**src/logic/srea_pkg.sv**
```systemverilog
// shared constants, states and contract of the smbus ram/eeprom access block
// Contract
// - write byte to 0x00-0xDF stores in ram
// - command 0xF8-0xFB plus one byte loads pointer
// - erase picks page from low byte bits 7:5; the code takes the page from pointer bits 9:5
// - two data bytes: address low, then program
// - acknowledge address, command and every data byte
// - command 0xFC: count, then count data bytes
// - hold scl low while a byte programs
// - receive byte returns one byte at pointer
// - block read: 0xFD, repeated start, read address
// - block read sends 0x20 then 32 bytes
// - optional check byte follows the last data
// - check byte follows block read data
// - check byte is crc-8, polynomial 0x07
// - send byte with ram address sets pointer
// - 0xFE erases only when config bit 2 set
// - nack every access while erase runs
// - slave address is 10011 plus two pins
package srea_pkg;
  // bus addressing and command codes
  localparam logic [4:0] SLV_ADDR_HI = 5'h13;
  localparam logic [7:0] RAM_TOP = 8'hDF;
  localparam logic [7:0] EE_HI_MIN = 8'hF8;
  localparam logic [7:0] EE_HI_MAX = 8'hFB;
  localparam logic [7:0] CMD_BLK_WR = 8'hFC;
  localparam logic [7:0] CMD_BLK_RD = 8'hFD;
  localparam logic [7:0] CMD_ERASE = 8'hFE;
  localparam logic [7:0] BLK_RD_COUNT = 8'h20;
  localparam logic [5:0] BLK_RD_LEN = 6'h20;
  localparam logic [5:0] PEC_IDX = 6'h21;
  // erase enable lives in a ram byte
  localparam logic [7:0] UPD_CFG_ADDR = 8'h90;
  localparam int UPD_ERASE_BIT = 2;
  localparam int RAM_DEPTH = 224;
  // eeprom offset and page field
  localparam int EE_OFS_W = 10;
  localparam int EE_PAGE_LSB = 5;
  localparam logic [7:0] CRC_POLY = 8'h07;
  localparam logic [7:0] CRC_INIT = 8'h00;
  // timing
  localparam int CLK_PERIOD_NS = 25;
  localparam int T_PROG_US = 250;
  localparam int T_ERASE_MS = 20;
  localparam int PROG_CNT = (T_PROG_US * 1000 + CLK_PERIOD_NS - 1) / CLK_PERIOD_NS;
  localparam int ERASE_CNT = (T_ERASE_MS * 1000000 + CLK_PERIOD_NS - 1) / CLK_PERIOD_NS;
  localparam int BUSY_W = 20;
  // byte engine states
  typedef enum logic [5:0] {
    ST_IDLE = 6'h01,
    ST_RX = 6'h02,
    ST_ACK = 6'h04,
    ST_TX = 6'h08,
    ST_MACK = 6'h10,
    ST_WAIT = 6'h20
  } srea_state_e;
endpackage : srea_pkg

```
**src/logic/srea_crc_if.sv**
```systemverilog
// bit-serial crc channel between the byte engine and the checker
`timescale 1ns/10ps
interface srea_crc_if;
  logic clr;
  logic en;
  logic din;
  logic [7:0] crc;
  modport calc (input clr, input en, input din, output crc);
  modport user (output clr, output en, output din, input crc);
endinterface : srea_crc_if

```
**src/logic/srea_sync.sv**
```systemverilog
// two-stage synchroniser for pins from outside the clock domain
`timescale 1ns/10ps
module srea_sync #(
  parameter int WIDTH = 1,
  parameter logic [WIDTH-1:0] RST_VAL = '0
) (
  input wire logic ref_clk,
  input wire logic sys_rst,
  input wire logic [WIDTH-1:0] d_in,
  output logic [WIDTH-1:0] q_out
);
  logic [WIDTH-1:0] meta_ff;
  logic [WIDTH-1:0] q_ff;

  // first stage feeds only the second; reset to the idle level of each line
  always_ff @(posedge ref_clk or posedge sys_rst) begin
    if (sys_rst) begin
      meta_ff <= RST_VAL;
      q_ff <= RST_VAL;
    end else begin
      meta_ff <= d_in;
      q_ff <= meta_ff;
    end
  end

  assign q_out = q_ff;
endmodule : srea_sync

```
**src/logic/srea_crc8.sv**
```systemverilog
// bit-serial crc-8 over every transferred data bit
`timescale 1ns/10ps
module srea_crc8 import srea_pkg::*; (
  input wire logic ref_clk,
  input wire logic sys_rst,
  srea_crc_if.calc crc_if
);
  logic [7:0] crc_ff;
  logic fb;

  assign fb = crc_ff[7] ^ crc_if.din;

  // msb-first shift, clear wins since it marks a new transaction
  always_ff @(posedge ref_clk or posedge sys_rst) begin
    if (sys_rst) begin
      crc_ff <= CRC_INIT;
    end else if (crc_if.clr) begin
      crc_ff <= CRC_INIT;
    end else if (crc_if.en) begin
      crc_ff <= {crc_ff[6:0], 1'b0} ^ (fb ? CRC_POLY : 8'h00);
    end
  end

  assign crc_if.crc = crc_ff;
endmodule : srea_crc8

```
**src/logic/srea_top.sv**
```systemverilog
// smbus slave command decoder for user ram and paged eeprom
`timescale 1ns/10ps
module srea_top import srea_pkg::*; #(
  parameter int PROG_CYCLES = PROG_CNT,
  parameter int ERASE_CYCLES = ERASE_CNT
) (
  input wire logic ref_clk,
  input wire logic sys_rst,
  input wire logic scl_in,
  output logic scl_out,
  output logic scl_oe_n,
  input wire logic sda_in,
  output logic sda_out,
  output logic sda_oe_n,
  input wire logic addr_select_hi_pin,
  input wire logic addr_select_lo_pin,
  input wire logic [7:0] ee_rdata,
  output logic [EE_OFS_W-1:0] ee_rd_addr,
  output logic ee_prog,
  output logic [EE_OFS_W-1:0] ee_prog_addr,
  output logic [7:0] ee_wdata,
  output logic ee_erase,
  output logic [EE_OFS_W-EE_PAGE_LSB-1:0] ee_erase_page,
  output logic busy
);
  // synchronised pins and their delayed copies
  logic [3:0] pins_s;
  logic scl_s;
  logic sda_s;
  logic a_hi_s;
  logic a_lo_s;
  logic scl_d_ff;
  logic sda_d_ff;
  logic scl_rise;
  logic scl_fall;
  logic bus_start;
  logic bus_stop;

  // byte engine
  srea_state_e state_ff;
  logic [3:0] bit_cnt_ff;
  logic [7:0] shreg_ff;
  logic [2:0] byte_idx_ff;
  logic rw_ff;
  logic mack_ff;
  logic [5:0] tx_idx_ff;

  // command, pointers and storage
  logic [7:0] cmd_ff;
  logic [7:0] ram_ptr_ff;
  logic [15:0] ee_ptr_ff;
  logic sel_ee_ff;
  logic [7:0] blk_left_ff;
  logic [7:0] ram_ff [RAM_DEPTH];
  logic [BUSY_W-1:0] prog_cnt_ff;
  logic [BUSY_W-1:0] erase_cnt_ff;

  // output flops
  logic scl_hold_ff;
  logic scl_oe_n_ff;
  logic sda_oe_n_ff;
  logic ee_prog_ff;
  logic [EE_OFS_W-1:0] ee_prog_addr_ff;
  logic [7:0] ee_wdata_ff;
  logic ee_erase_ff;
  logic [EE_OFS_W-EE_PAGE_LSB-1:0] ee_erase_page_ff;
  logic busy_ff;

  // decode terms
  logic prog_busy;
  logic erase_busy;
  logic rx_end;
  logic wait_need;
  logic byte_go;
  logic addr_hit;
  logic cmd_is_ram;
  logic cmd_is_ee;
  logic wr_byte;
  logic blk_wr_data;
  logic ram_we;
  logic [7:0] ram_wa;
  logic ee_we;
  logic ptr_load;
  logic erase_go;
  logic blk_rd;
  logic tx_data;
  logic tx_load;
  logic [7:0] rd_byte;
  logic [7:0] tx_byte;
  srea_state_e ack_or_idle;

  srea_crc_if crc_if ();

  // bus lines idle high, so they reset high: no false edge after reset
  srea_sync #(
    .WIDTH(4),
    .RST_VAL(4'hC)
  ) u_sync (
    .ref_clk(ref_clk),
    .sys_rst(sys_rst),
    .d_in({scl_in, sda_in, addr_select_hi_pin, addr_select_lo_pin}),
    .q_out(pins_s)
  );

  srea_crc8 u_crc (
    .ref_clk(ref_clk),
    .sys_rst(sys_rst),
    .crc_if(crc_if.calc)
  );

  assign {scl_s, sda_s, a_hi_s, a_lo_s} = pins_s;

  // edge history of the already synchronised lines
  always_ff @(posedge ref_clk or posedge sys_rst) begin
    if (sys_rst) begin
      scl_d_ff <= 1'b1;
      sda_d_ff <= 1'b1;
    end else begin
      scl_d_ff <= scl_s;
      sda_d_ff <= sda_s;
    end
  end

  // start and stop are sda moves while scl stays high
  assign scl_rise = scl_s & ~scl_d_ff;
  assign scl_fall = ~scl_s & scl_d_ff;
  assign bus_start = scl_s & scl_d_ff & sda_d_ff & ~sda_s;
  assign bus_stop = scl_s & scl_d_ff & ~sda_d_ff & sda_s;

  assign prog_busy = prog_cnt_ff != '0;
  assign erase_busy = erase_cnt_ff != '0;

  // byte completion; data bytes wait while a byte programs
  assign rx_end = (state_ff == ST_RX) && scl_fall && (bit_cnt_ff == 4'h8);
  assign wait_need = prog_busy && (byte_idx_ff != 3'h0);
  assign byte_go = (rx_end && !wait_need) || ((state_ff == ST_WAIT) && !prog_busy);
  assign addr_hit = shreg_ff[7:1] == {SLV_ADDR_HI, a_hi_s, a_lo_s};
  // address must match and no erase may run; data bytes always get an ack
  assign ack_or_idle = ((byte_idx_ff != 3'h0) || (addr_hit && !erase_busy)) ? ST_ACK : ST_IDLE;

  // command classes
  assign cmd_is_ram = cmd_ff <= RAM_TOP;
  assign cmd_is_ee = (cmd_ff >= EE_HI_MIN) && (cmd_ff <= EE_HI_MAX);
  assign wr_byte = byte_go && !rw_ff && (byte_idx_ff != 3'h0);
  // count bytes beyond the announced length are taken as the check byte
  assign blk_wr_data = wr_byte && (cmd_ff == CMD_BLK_WR) && (byte_idx_ff >= 3'h3)
    && (blk_left_ff != 8'h00);

  // memory write events
  assign ram_we = (wr_byte && (byte_idx_ff == 3'h2) && cmd_is_ram)
    || (blk_wr_data && !sel_ee_ff && (ram_ptr_ff <= RAM_TOP));
  assign ram_wa = (byte_idx_ff == 3'h2) ? cmd_ff : ram_ptr_ff;
  assign ee_we = (wr_byte && (byte_idx_ff == 3'h3) && cmd_is_ee)
    || (blk_wr_data && sel_ee_ff);
  assign ptr_load = wr_byte && (byte_idx_ff == 3'h2) && cmd_is_ee;
  assign erase_go = wr_byte && (byte_idx_ff == 3'h1) && (shreg_ff == CMD_ERASE)
    && ram_ff[UPD_CFG_ADDR][UPD_ERASE_BIT] && !erase_busy;

  // read path: count, data at the pointer, then the check byte
  assign blk_rd = cmd_ff == CMD_BLK_RD;
  assign tx_data = blk_rd ? ((tx_idx_ff != 6'h00) && (tx_idx_ff <= BLK_RD_LEN))
    : (tx_idx_ff == 6'h00);
  assign rd_byte = sel_ee_ff ? ee_rdata
    : ((ram_ptr_ff <= RAM_TOP) ? ram_ff[ram_ptr_ff] : 8'h00);
  assign tx_byte = (blk_rd && (tx_idx_ff == 6'h00)) ? BLK_RD_COUNT
    : (tx_data ? rd_byte : crc_if.crc);
  assign tx_load = scl_fall
    && (((state_ff == ST_ACK) && rw_ff) || ((state_ff == ST_MACK) && !mack_ff));

  // received bits enter the crc at the fall after them, so the rise ahead
  // of a repeated start never counts; sent bits enter on the rise
  assign crc_if.clr = bus_start && (state_ff == ST_IDLE);
  assign crc_if.en = (scl_fall && (state_ff == ST_RX) && (bit_cnt_ff != 4'h0))
    || (scl_rise && (state_ff == ST_TX));
  assign crc_if.din = (state_ff == ST_TX) ? shreg_ff[7] : shreg_ff[0];

  // byte engine; stop and start override any state
  always_ff @(posedge ref_clk or posedge sys_rst) begin
    if (sys_rst) begin
      state_ff <= ST_IDLE;
      bit_cnt_ff <= 4'h0;
      shreg_ff <= 8'h00;
      byte_idx_ff <= 3'h0;
      rw_ff <= 1'b0;
      mack_ff <= 1'b1;
      tx_idx_ff <= 6'h00;
    end else if (bus_stop) begin
      state_ff <= ST_IDLE;
    end else if (bus_start) begin
      state_ff <= ST_RX;
      bit_cnt_ff <= 4'h0;
      byte_idx_ff <= 3'h0;
    end else begin
      case (state_ff)
        ST_IDLE: begin
          bit_cnt_ff <= 4'h0;
        end
        ST_RX: begin
          if (scl_rise && (bit_cnt_ff != 4'h8)) begin
            shreg_ff <= {shreg_ff[6:0], sda_s};
            bit_cnt_ff <= bit_cnt_ff + 4'h1;
          end else if (rx_end) begin
            state_ff <= wait_need ? ST_WAIT : ack_or_idle;
          end
        end
        ST_WAIT: begin
          if (!prog_busy) begin
            state_ff <= ack_or_idle;
          end
        end
        ST_ACK: begin
          if (scl_fall) begin
            bit_cnt_ff <= 4'h0;
            if (byte_idx_ff != 3'h7) begin
              byte_idx_ff <= byte_idx_ff + 3'h1;
            end
            state_ff <= rw_ff ? ST_TX : ST_RX;
          end
        end
        ST_TX: begin
          if (scl_fall) begin
            shreg_ff <= {shreg_ff[6:0], 1'b0};
            bit_cnt_ff <= bit_cnt_ff + 4'h1;
            if (bit_cnt_ff == 4'h7) begin
              state_ff <= ST_MACK;
            end
          end
        end
        ST_MACK: begin
          if (scl_rise) begin
            mack_ff <= sda_s;
          end else if (scl_fall) begin
            bit_cnt_ff <= 4'h0;
            // a master nack ends the read
            state_ff <= mack_ff ? ST_IDLE : ST_TX;
          end
        end
        default: begin
          state_ff <= ST_IDLE;
        end
      endcase
      if (byte_go && (byte_idx_ff == 3'h0)) begin
        rw_ff <= shreg_ff[0];
        tx_idx_ff <= 6'h00;
      end
      if (tx_load) begin
        shreg_ff <= tx_byte;
        if (tx_idx_ff != 6'h3F) begin
          tx_idx_ff <= tx_idx_ff + 6'h01;
        end
      end
    end
  end

  // command, pointers and block counter
  always_ff @(posedge ref_clk or posedge sys_rst) begin
    if (sys_rst) begin
      cmd_ff <= 8'h00;
      ram_ptr_ff <= 8'h00;
      ee_ptr_ff <= {EE_HI_MIN, 8'h00};
      sel_ee_ff <= 1'b0;
      blk_left_ff <= 8'h00;
    end else begin
      if (wr_byte && (byte_idx_ff == 3'h1)) begin
        cmd_ff <= shreg_ff;
        if (shreg_ff <= RAM_TOP) begin
          ram_ptr_ff <= shreg_ff;
          sel_ee_ff <= 1'b0;
        end
      end
      if (ptr_load) begin
        ee_ptr_ff <= {cmd_ff, shreg_ff};
        sel_ee_ff <= 1'b1;
      end
      if (wr_byte && (byte_idx_ff == 3'h2) && (cmd_ff == CMD_BLK_WR)) begin
        blk_left_ff <= shreg_ff;
      end
      // block data steps the active pointer, reads and writes alike
      if (blk_wr_data || (tx_load && blk_rd && tx_data)) begin
        if (blk_wr_data) begin
          blk_left_ff <= blk_left_ff - 8'h01;
        end
        if (sel_ee_ff) begin
          ee_ptr_ff <= ee_ptr_ff + 16'h0001;
        end else begin
          ram_ptr_ff <= ram_ptr_ff + 8'h01;
        end
      end
    end
  end

  // user ram; cleared at reset so reads are defined
  always_ff @(posedge ref_clk or posedge sys_rst) begin
    if (sys_rst) begin
      for (int i = 0; i < RAM_DEPTH; i++) begin
        ram_ff[i] <= 8'h00;
      end
    end else if (ram_we) begin
      ram_ff[ram_wa] <= shreg_ff;
    end
  end

  // program and erase timers; a new program restarts its timer
  always_ff @(posedge ref_clk or posedge sys_rst) begin
    if (sys_rst) begin
      prog_cnt_ff <= '0;
      erase_cnt_ff <= '0;
    end else begin
      if (ee_we) begin
        prog_cnt_ff <= BUSY_W'(PROG_CYCLES);
      end else if (prog_busy) begin
        prog_cnt_ff <= prog_cnt_ff - BUSY_W'(1);
      end
      if (erase_go) begin
        erase_cnt_ff <= BUSY_W'(ERASE_CYCLES);
      end else if (erase_busy) begin
        erase_cnt_ff <= erase_cnt_ff - BUSY_W'(1);
      end
    end
  end

  // eeprom array strobes; the low five bits never reach the erase
  always_ff @(posedge ref_clk or posedge sys_rst) begin
    if (sys_rst) begin
      ee_prog_ff <= 1'b0;
      ee_prog_addr_ff <= '0;
      ee_wdata_ff <= 8'h00;
      ee_erase_ff <= 1'b0;
      ee_erase_page_ff <= '0;
      busy_ff <= 1'b0;
    end else begin
      ee_prog_ff <= ee_we;
      ee_erase_ff <= erase_go;
      busy_ff <= prog_busy | erase_busy;
      if (ee_we) begin
        ee_prog_addr_ff <= ee_ptr_ff[EE_OFS_W-1:0];
        ee_wdata_ff <= shreg_ff;
      end
      if (erase_go) begin
        ee_erase_page_ff <= ee_ptr_ff[EE_OFS_W-1:EE_PAGE_LSB];
      end
    end
  end

  // open-drain drivers; scl released one cycle after sda is set up
  always_ff @(posedge ref_clk or posedge sys_rst) begin
    if (sys_rst) begin
      scl_hold_ff <= 1'b0;
      scl_oe_n_ff <= 1'b1;
      sda_oe_n_ff <= 1'b1;
    end else begin
      scl_hold_ff <= state_ff == ST_WAIT;
      scl_oe_n_ff <= !((state_ff == ST_WAIT) || scl_hold_ff);
      sda_oe_n_ff <= !((state_ff == ST_ACK)
        || ((state_ff == ST_TX) && !shreg_ff[7]));
    end
  end

  assign scl_out = 1'b0;
  assign sda_out = 1'b0;
  assign scl_oe_n = scl_oe_n_ff;
  assign sda_oe_n = sda_oe_n_ff;
  assign ee_rd_addr = ee_ptr_ff[EE_OFS_W-1:0];
  assign ee_prog = ee_prog_ff;
  assign ee_prog_addr = ee_prog_addr_ff;
  assign ee_wdata = ee_wdata_ff;
  assign ee_erase = ee_erase_ff;
  assign ee_erase_page = ee_erase_page_ff;
  assign busy = busy_ff;
endmodule : srea_top

```
**config.mk**
```make
export PLATFORM = sky130hd
export DESIGN_NAME = srea_top
export DESIGN_NICKNAME = d
export VERILOG_FILES = /design/src/logic/srea_pkg.sv /design/src/logic/srea_crc_if.sv /design/src/logic/srea_sync.sv /design/src/logic/srea_crc8.sv /design/src/logic/srea_top.sv
export SDC_FILE = /design/constraint.sdc
export NUM_CORES = 2
export LEC_CHECK = 0
export ABC_CLOCK_PERIOD_IN_PS = 143200
export BUFFER_PORTS_ARGS = -buffer_cell sky130_fd_sc_hd__buf_2
export CAP_MARGIN = 20
export CELL_PAD_IN_SITES_DETAIL_PLACEMENT = 1
export CELL_PAD_IN_SITES_GLOBAL_PLACEMENT = 2
export CORE_MARGIN = 4
export CORE_UTILIZATION = 52
export CTS_CLUSTER_DIAMETER = 40
export DETAILED_ROUTE_END_ITERATION = 16
export PLACE_DENSITY = 0.95
export SYNTH_ARGS = -nofsm -noshare
export SYNTH_HDL_FRONTEND = slang
export SYNTH_SLANG_ARGS = --single-unit
```
**constraint.sdc**
```tcl
create_clock -name ref_clk -period 143.2 [get_ports ref_clk]
set_input_delay 35.8 -clock ref_clk [delete_from_list [all_inputs] [get_ports ref_clk]]
set_output_delay 35.8 -clock ref_clk [all_outputs]
set_load 0.005 [all_outputs]
```
==> impl_metrics.csv <==
group,metric,value,unit
final_layout,fill_cells,16200,
synthesis,synth.most_common_cell,"dfrtp_1",
synthesis,synth_sequential_area_ratio,0.513,
timing,worst-slew-pin-transition,1.34,ns
cts,post_cts_hold_buffer_count,0,
hold_path,hold_path_depth,0,
cts,cts-htree-levels,5,
die,die_height,435,um
synthesis,synth_async_sr_flop_share,1.00,
cts,tritoncts,"yes",
timing,count_of_endpoints_failing_setup_in_the_final_report,0,
route,detailroute.via_count,59700,
final_layout,drive_above_1_share,0.464,
route,post-route-drc-count,0,
critical_path,worst_setup_sp_type,"primary input",
route,firstDrtPassIters,5,
final_layout,syn_to_final_growth,13.1,%
hold_path,hp-class,"reg -> reg",
pwr,worst_ir_drop_vdd,0.0153,mV
cts,post_cts_resized,0,
cts,clockBufferDepth,4,
critical_path,rr_endpoint,"shreg_ff[7]$_DFFE_PP0P_",
timing,maxClockFrequency,25.5,MHz
cts,tritoncts.num_buffers,298,
critical_path,rr_startpoint,"ram_ptr_ff[0]$_DFF_PP0_",
global_routing,grt_first_pass_wirelength,468000,um
synthesis,synth_commonest_cells,"1,933 x dfrtp_1, 876 x mux2_2, 736 x mux2_4",
timing,rsz0062_at_grt,"false",
route,avgRoutedWirePerCell,35.1,um
timing,setup_total_negative_slack,0,ns
cts,clk_root_buffer_cell,"clkbuf_16",
die,placementRows,156,
placement,place.port_buffers,51,
route,avgViaCountPerCell,6.74,
timing,final_min_period_over_clock_period,0.274,
critical_path,worstSetupEndpointType,"async pin",
die,starting_utilization_of_the_core_area,0.524,
critical_path,criticalPathCategory,"in -> async",
cts,clk-insertion-delay-late,0.94,ns
die,core,181000,sq um
critical_path,reg2regPathDepth,12,
synthesis,synth_edf_count,0,
global_routing,first_global_vias,66400,
hold_path,min_delay_worst_endpoint,"u_sync.q_out[3]$_DFF_PP1_",
synthesis,post-synth-top-area-cell,"dfrtp_1",
synthesis,synth.ff_latch_count,1943,
pwr,leakagePower,53.0,nW
synthesis,synth.lib_cells_used.distinct,92,
timing,clock-skew-final,0.0783,ns
route,ant_nets,0,
synthesis,yosys_warns,0,
synthesis,post_synth_instance_area,94900,sq um
timing,hold_viol_final,0,
placement,rd_place_congestion,0.856,
route,routed_wirelength,311000,um
synthesis,postSynthCellCount,6218,
run_status,run_status,"finished, final reports clean",
pwr,power_per_cell_area,13.3,nW/um^2
die,die_extent_in_x,435,um
critical_path,timing.critical_path.fanout_max,177,
critical_path,r2r_slack,136.70,ns
run,maxCapViolCount,0,
global_routing,initial_antenna_violation_count,12,
critical_path,critPathArrivalTime,40.11,ns
hold_path,worstHoldStart,"u_sync.meta_ff[3]$_DFF_PP1_",
synthesis,yosysTopAreaCellShare,0.510,
timing,number_of_pins_with_negative_max_slew_slack_in_the_final_report,0,
die,floorplan.io_pins,54,
timing,crit_path_setup_slack_layout,103.94,ns
critical_path,critical_path_required_time,144.05,ns
global_routing,grtUsageTotal,0.325,
global_routing,grt_max_degree,220,
die,floorplan.die_area,189000,sq um
synthesis,ys_dominant_reg_cell,"dfrtp_1",
final_layout,finish.net_count,6293,
timing,min_period,39.26,ns
route,detail_route.iter0.violations,6271,
placement,post-place-ws,102.95,ns
cts,cts_num_sinks,1943,
cts,cts_post_setup_buffers_inserted,0,
placement,dp.final_hpwl,174000,um
global_routing,globalRouteOverflowTotal,0,
timing,slew_headroom,0.108,
synthesis,syn_avg_cell_area,15.3,sq um
synthesis,synthTopCellsByArea,"dfrtp_1 51%, mux2_4 12%, mux2_2 10%",
cts,clk_transition_reported_paths,0.04,ns
metal layers:
metal | routed length (um) | share of wire | track usage
met1 | 118000 | 0.38 | 0.406
met2 | 147000 | 0.47 | 0.516
met3 | 25400 | 0.082 | 0.0850
met4 | 20200 | 0.065 | 0.187
met5 | 55 | 0.00018 | 0
layout by cell type, fill, tap and decap left out, drive strengths merged, types with 13 or more instances in the layout:
master    netlist  layout
a211oi         23      23
a21oi          79      79
a22o           23      23
a22oi          60      60
a31oi          20      20
and2           19      19
and3           14      14
buf           143     174
bufinv          0      27
clkbuf        289     366
clkinv          1      55
clkinvlp        0      30
dfrtp        1933    1933
ha             17      17
inv            38      82
mux2         1814    1814
mux2i         145     145
mux4          409     409
nand2         439     439
nand2b         26      26
nand3          62      62
nand4          16      16
nor2          182     182
nor2b          27      27
nor3           45      45
nor4           23      23
o211ai         14      14
o21ai         101     101
o221ai         22      22
o22ai          35      35
or3            13      13
xnor2          19      19
xor2           17      17
logic make-up after synthesis:
logic type / synth area share
compound gates: 0.0338
xor+xnor: 0.00332
fa+ha+maj: 0.00235
buf+inv: 0.0232
flops: 0.513
mux: 0.357
other cells: 0.0000395
simple gates: 0.0678
worst max path at each step:
stage	startpoint	to	slack [ns]	cells after the start
3_3_place_gp	sys_rst	ram_ff[1600]$_DFFE_PP0P_	103.14	6
2_1_floorplan	sys_rst	bit_cnt_ff[0]$_DFFE_PP0P_	52.54	1
3_5_place_dp	sys_rst	ram_ff[1620]$_DFFE_PP0P_	102.95	6
6_report	sys_rst	ram_ff[1566]$_DFFE_PP0P_	103.94	6
5_1_grt	sys_rst	ram_ff[1566]$_DFFE_PP0P_	103.39	6
4_1_cts	sys_rst	ram_ff[1624]$_DFFE_PP0P_	103.80	6
state kept, by name, indices dropped and copies added (netlist names), 5 cells and up:
name and count:
blk_left_ff 8, cmd_ff 8, ee_erase_page 5, ee_prog_addr 10
ee_ptr_ff 10, ee_wdata 8, erase_cnt_ff 20, prog_cnt_ff 20
ram_ff 1792, ram_ptr_ff 8, shreg_ff 8, state_ff 6
tx_idx_ff 6, u_crc.crc_if.crc 8
through the flow:
step	std cells	util	hold WS (ns)	total power, mW	cell area, sq um
global route	8854	0.592	0.390	1.47	107000
CTS	8841	0.591	0.379	1.43	107000
global placement	8320	0.536	0.381	0.678	97100
finish	8859	0.593	0.384	1.43	107000
floorplan	6219	-	0.331	0.640	94900
detailed placement	8321	0.536	0.374	0.685	97100
critical path: stages:
cell and delay [ns]:
buf_2 0.14, inv_8 0.52, buf_4 0.81, buf_4 0.78, buf_12 0.75, buf_4 0.90
area by class of cell:
type | instances | area, sq um | share of cell area
inverter | 39 | 156 | 0.00146
clock inverter | 155 | 1830 | 0.0170
clock buffer | 365 | 8140 | 0.0758
antenna | 7 | 17.5 | 0.000163
multi-input combinational | 3805 | 44100 | 0.411
timing repair buffer | 175 | 1440 | 0.0134
sequential | 1943 | 48700 | 0.454
tap | 2370 | 2970 | 0.0276
power by group:
part | internal (mW) | total, mW | switching, mW
Clock | 0.457 | 0.744 | 0.287
Combinational | 0.0172 | 0.112 | 0.0948
Sequential | 0.552 | 0.571 | 0.0185
Total | 1.03 | 1.43 | 0.400
(Power assumes the default switching activity.)
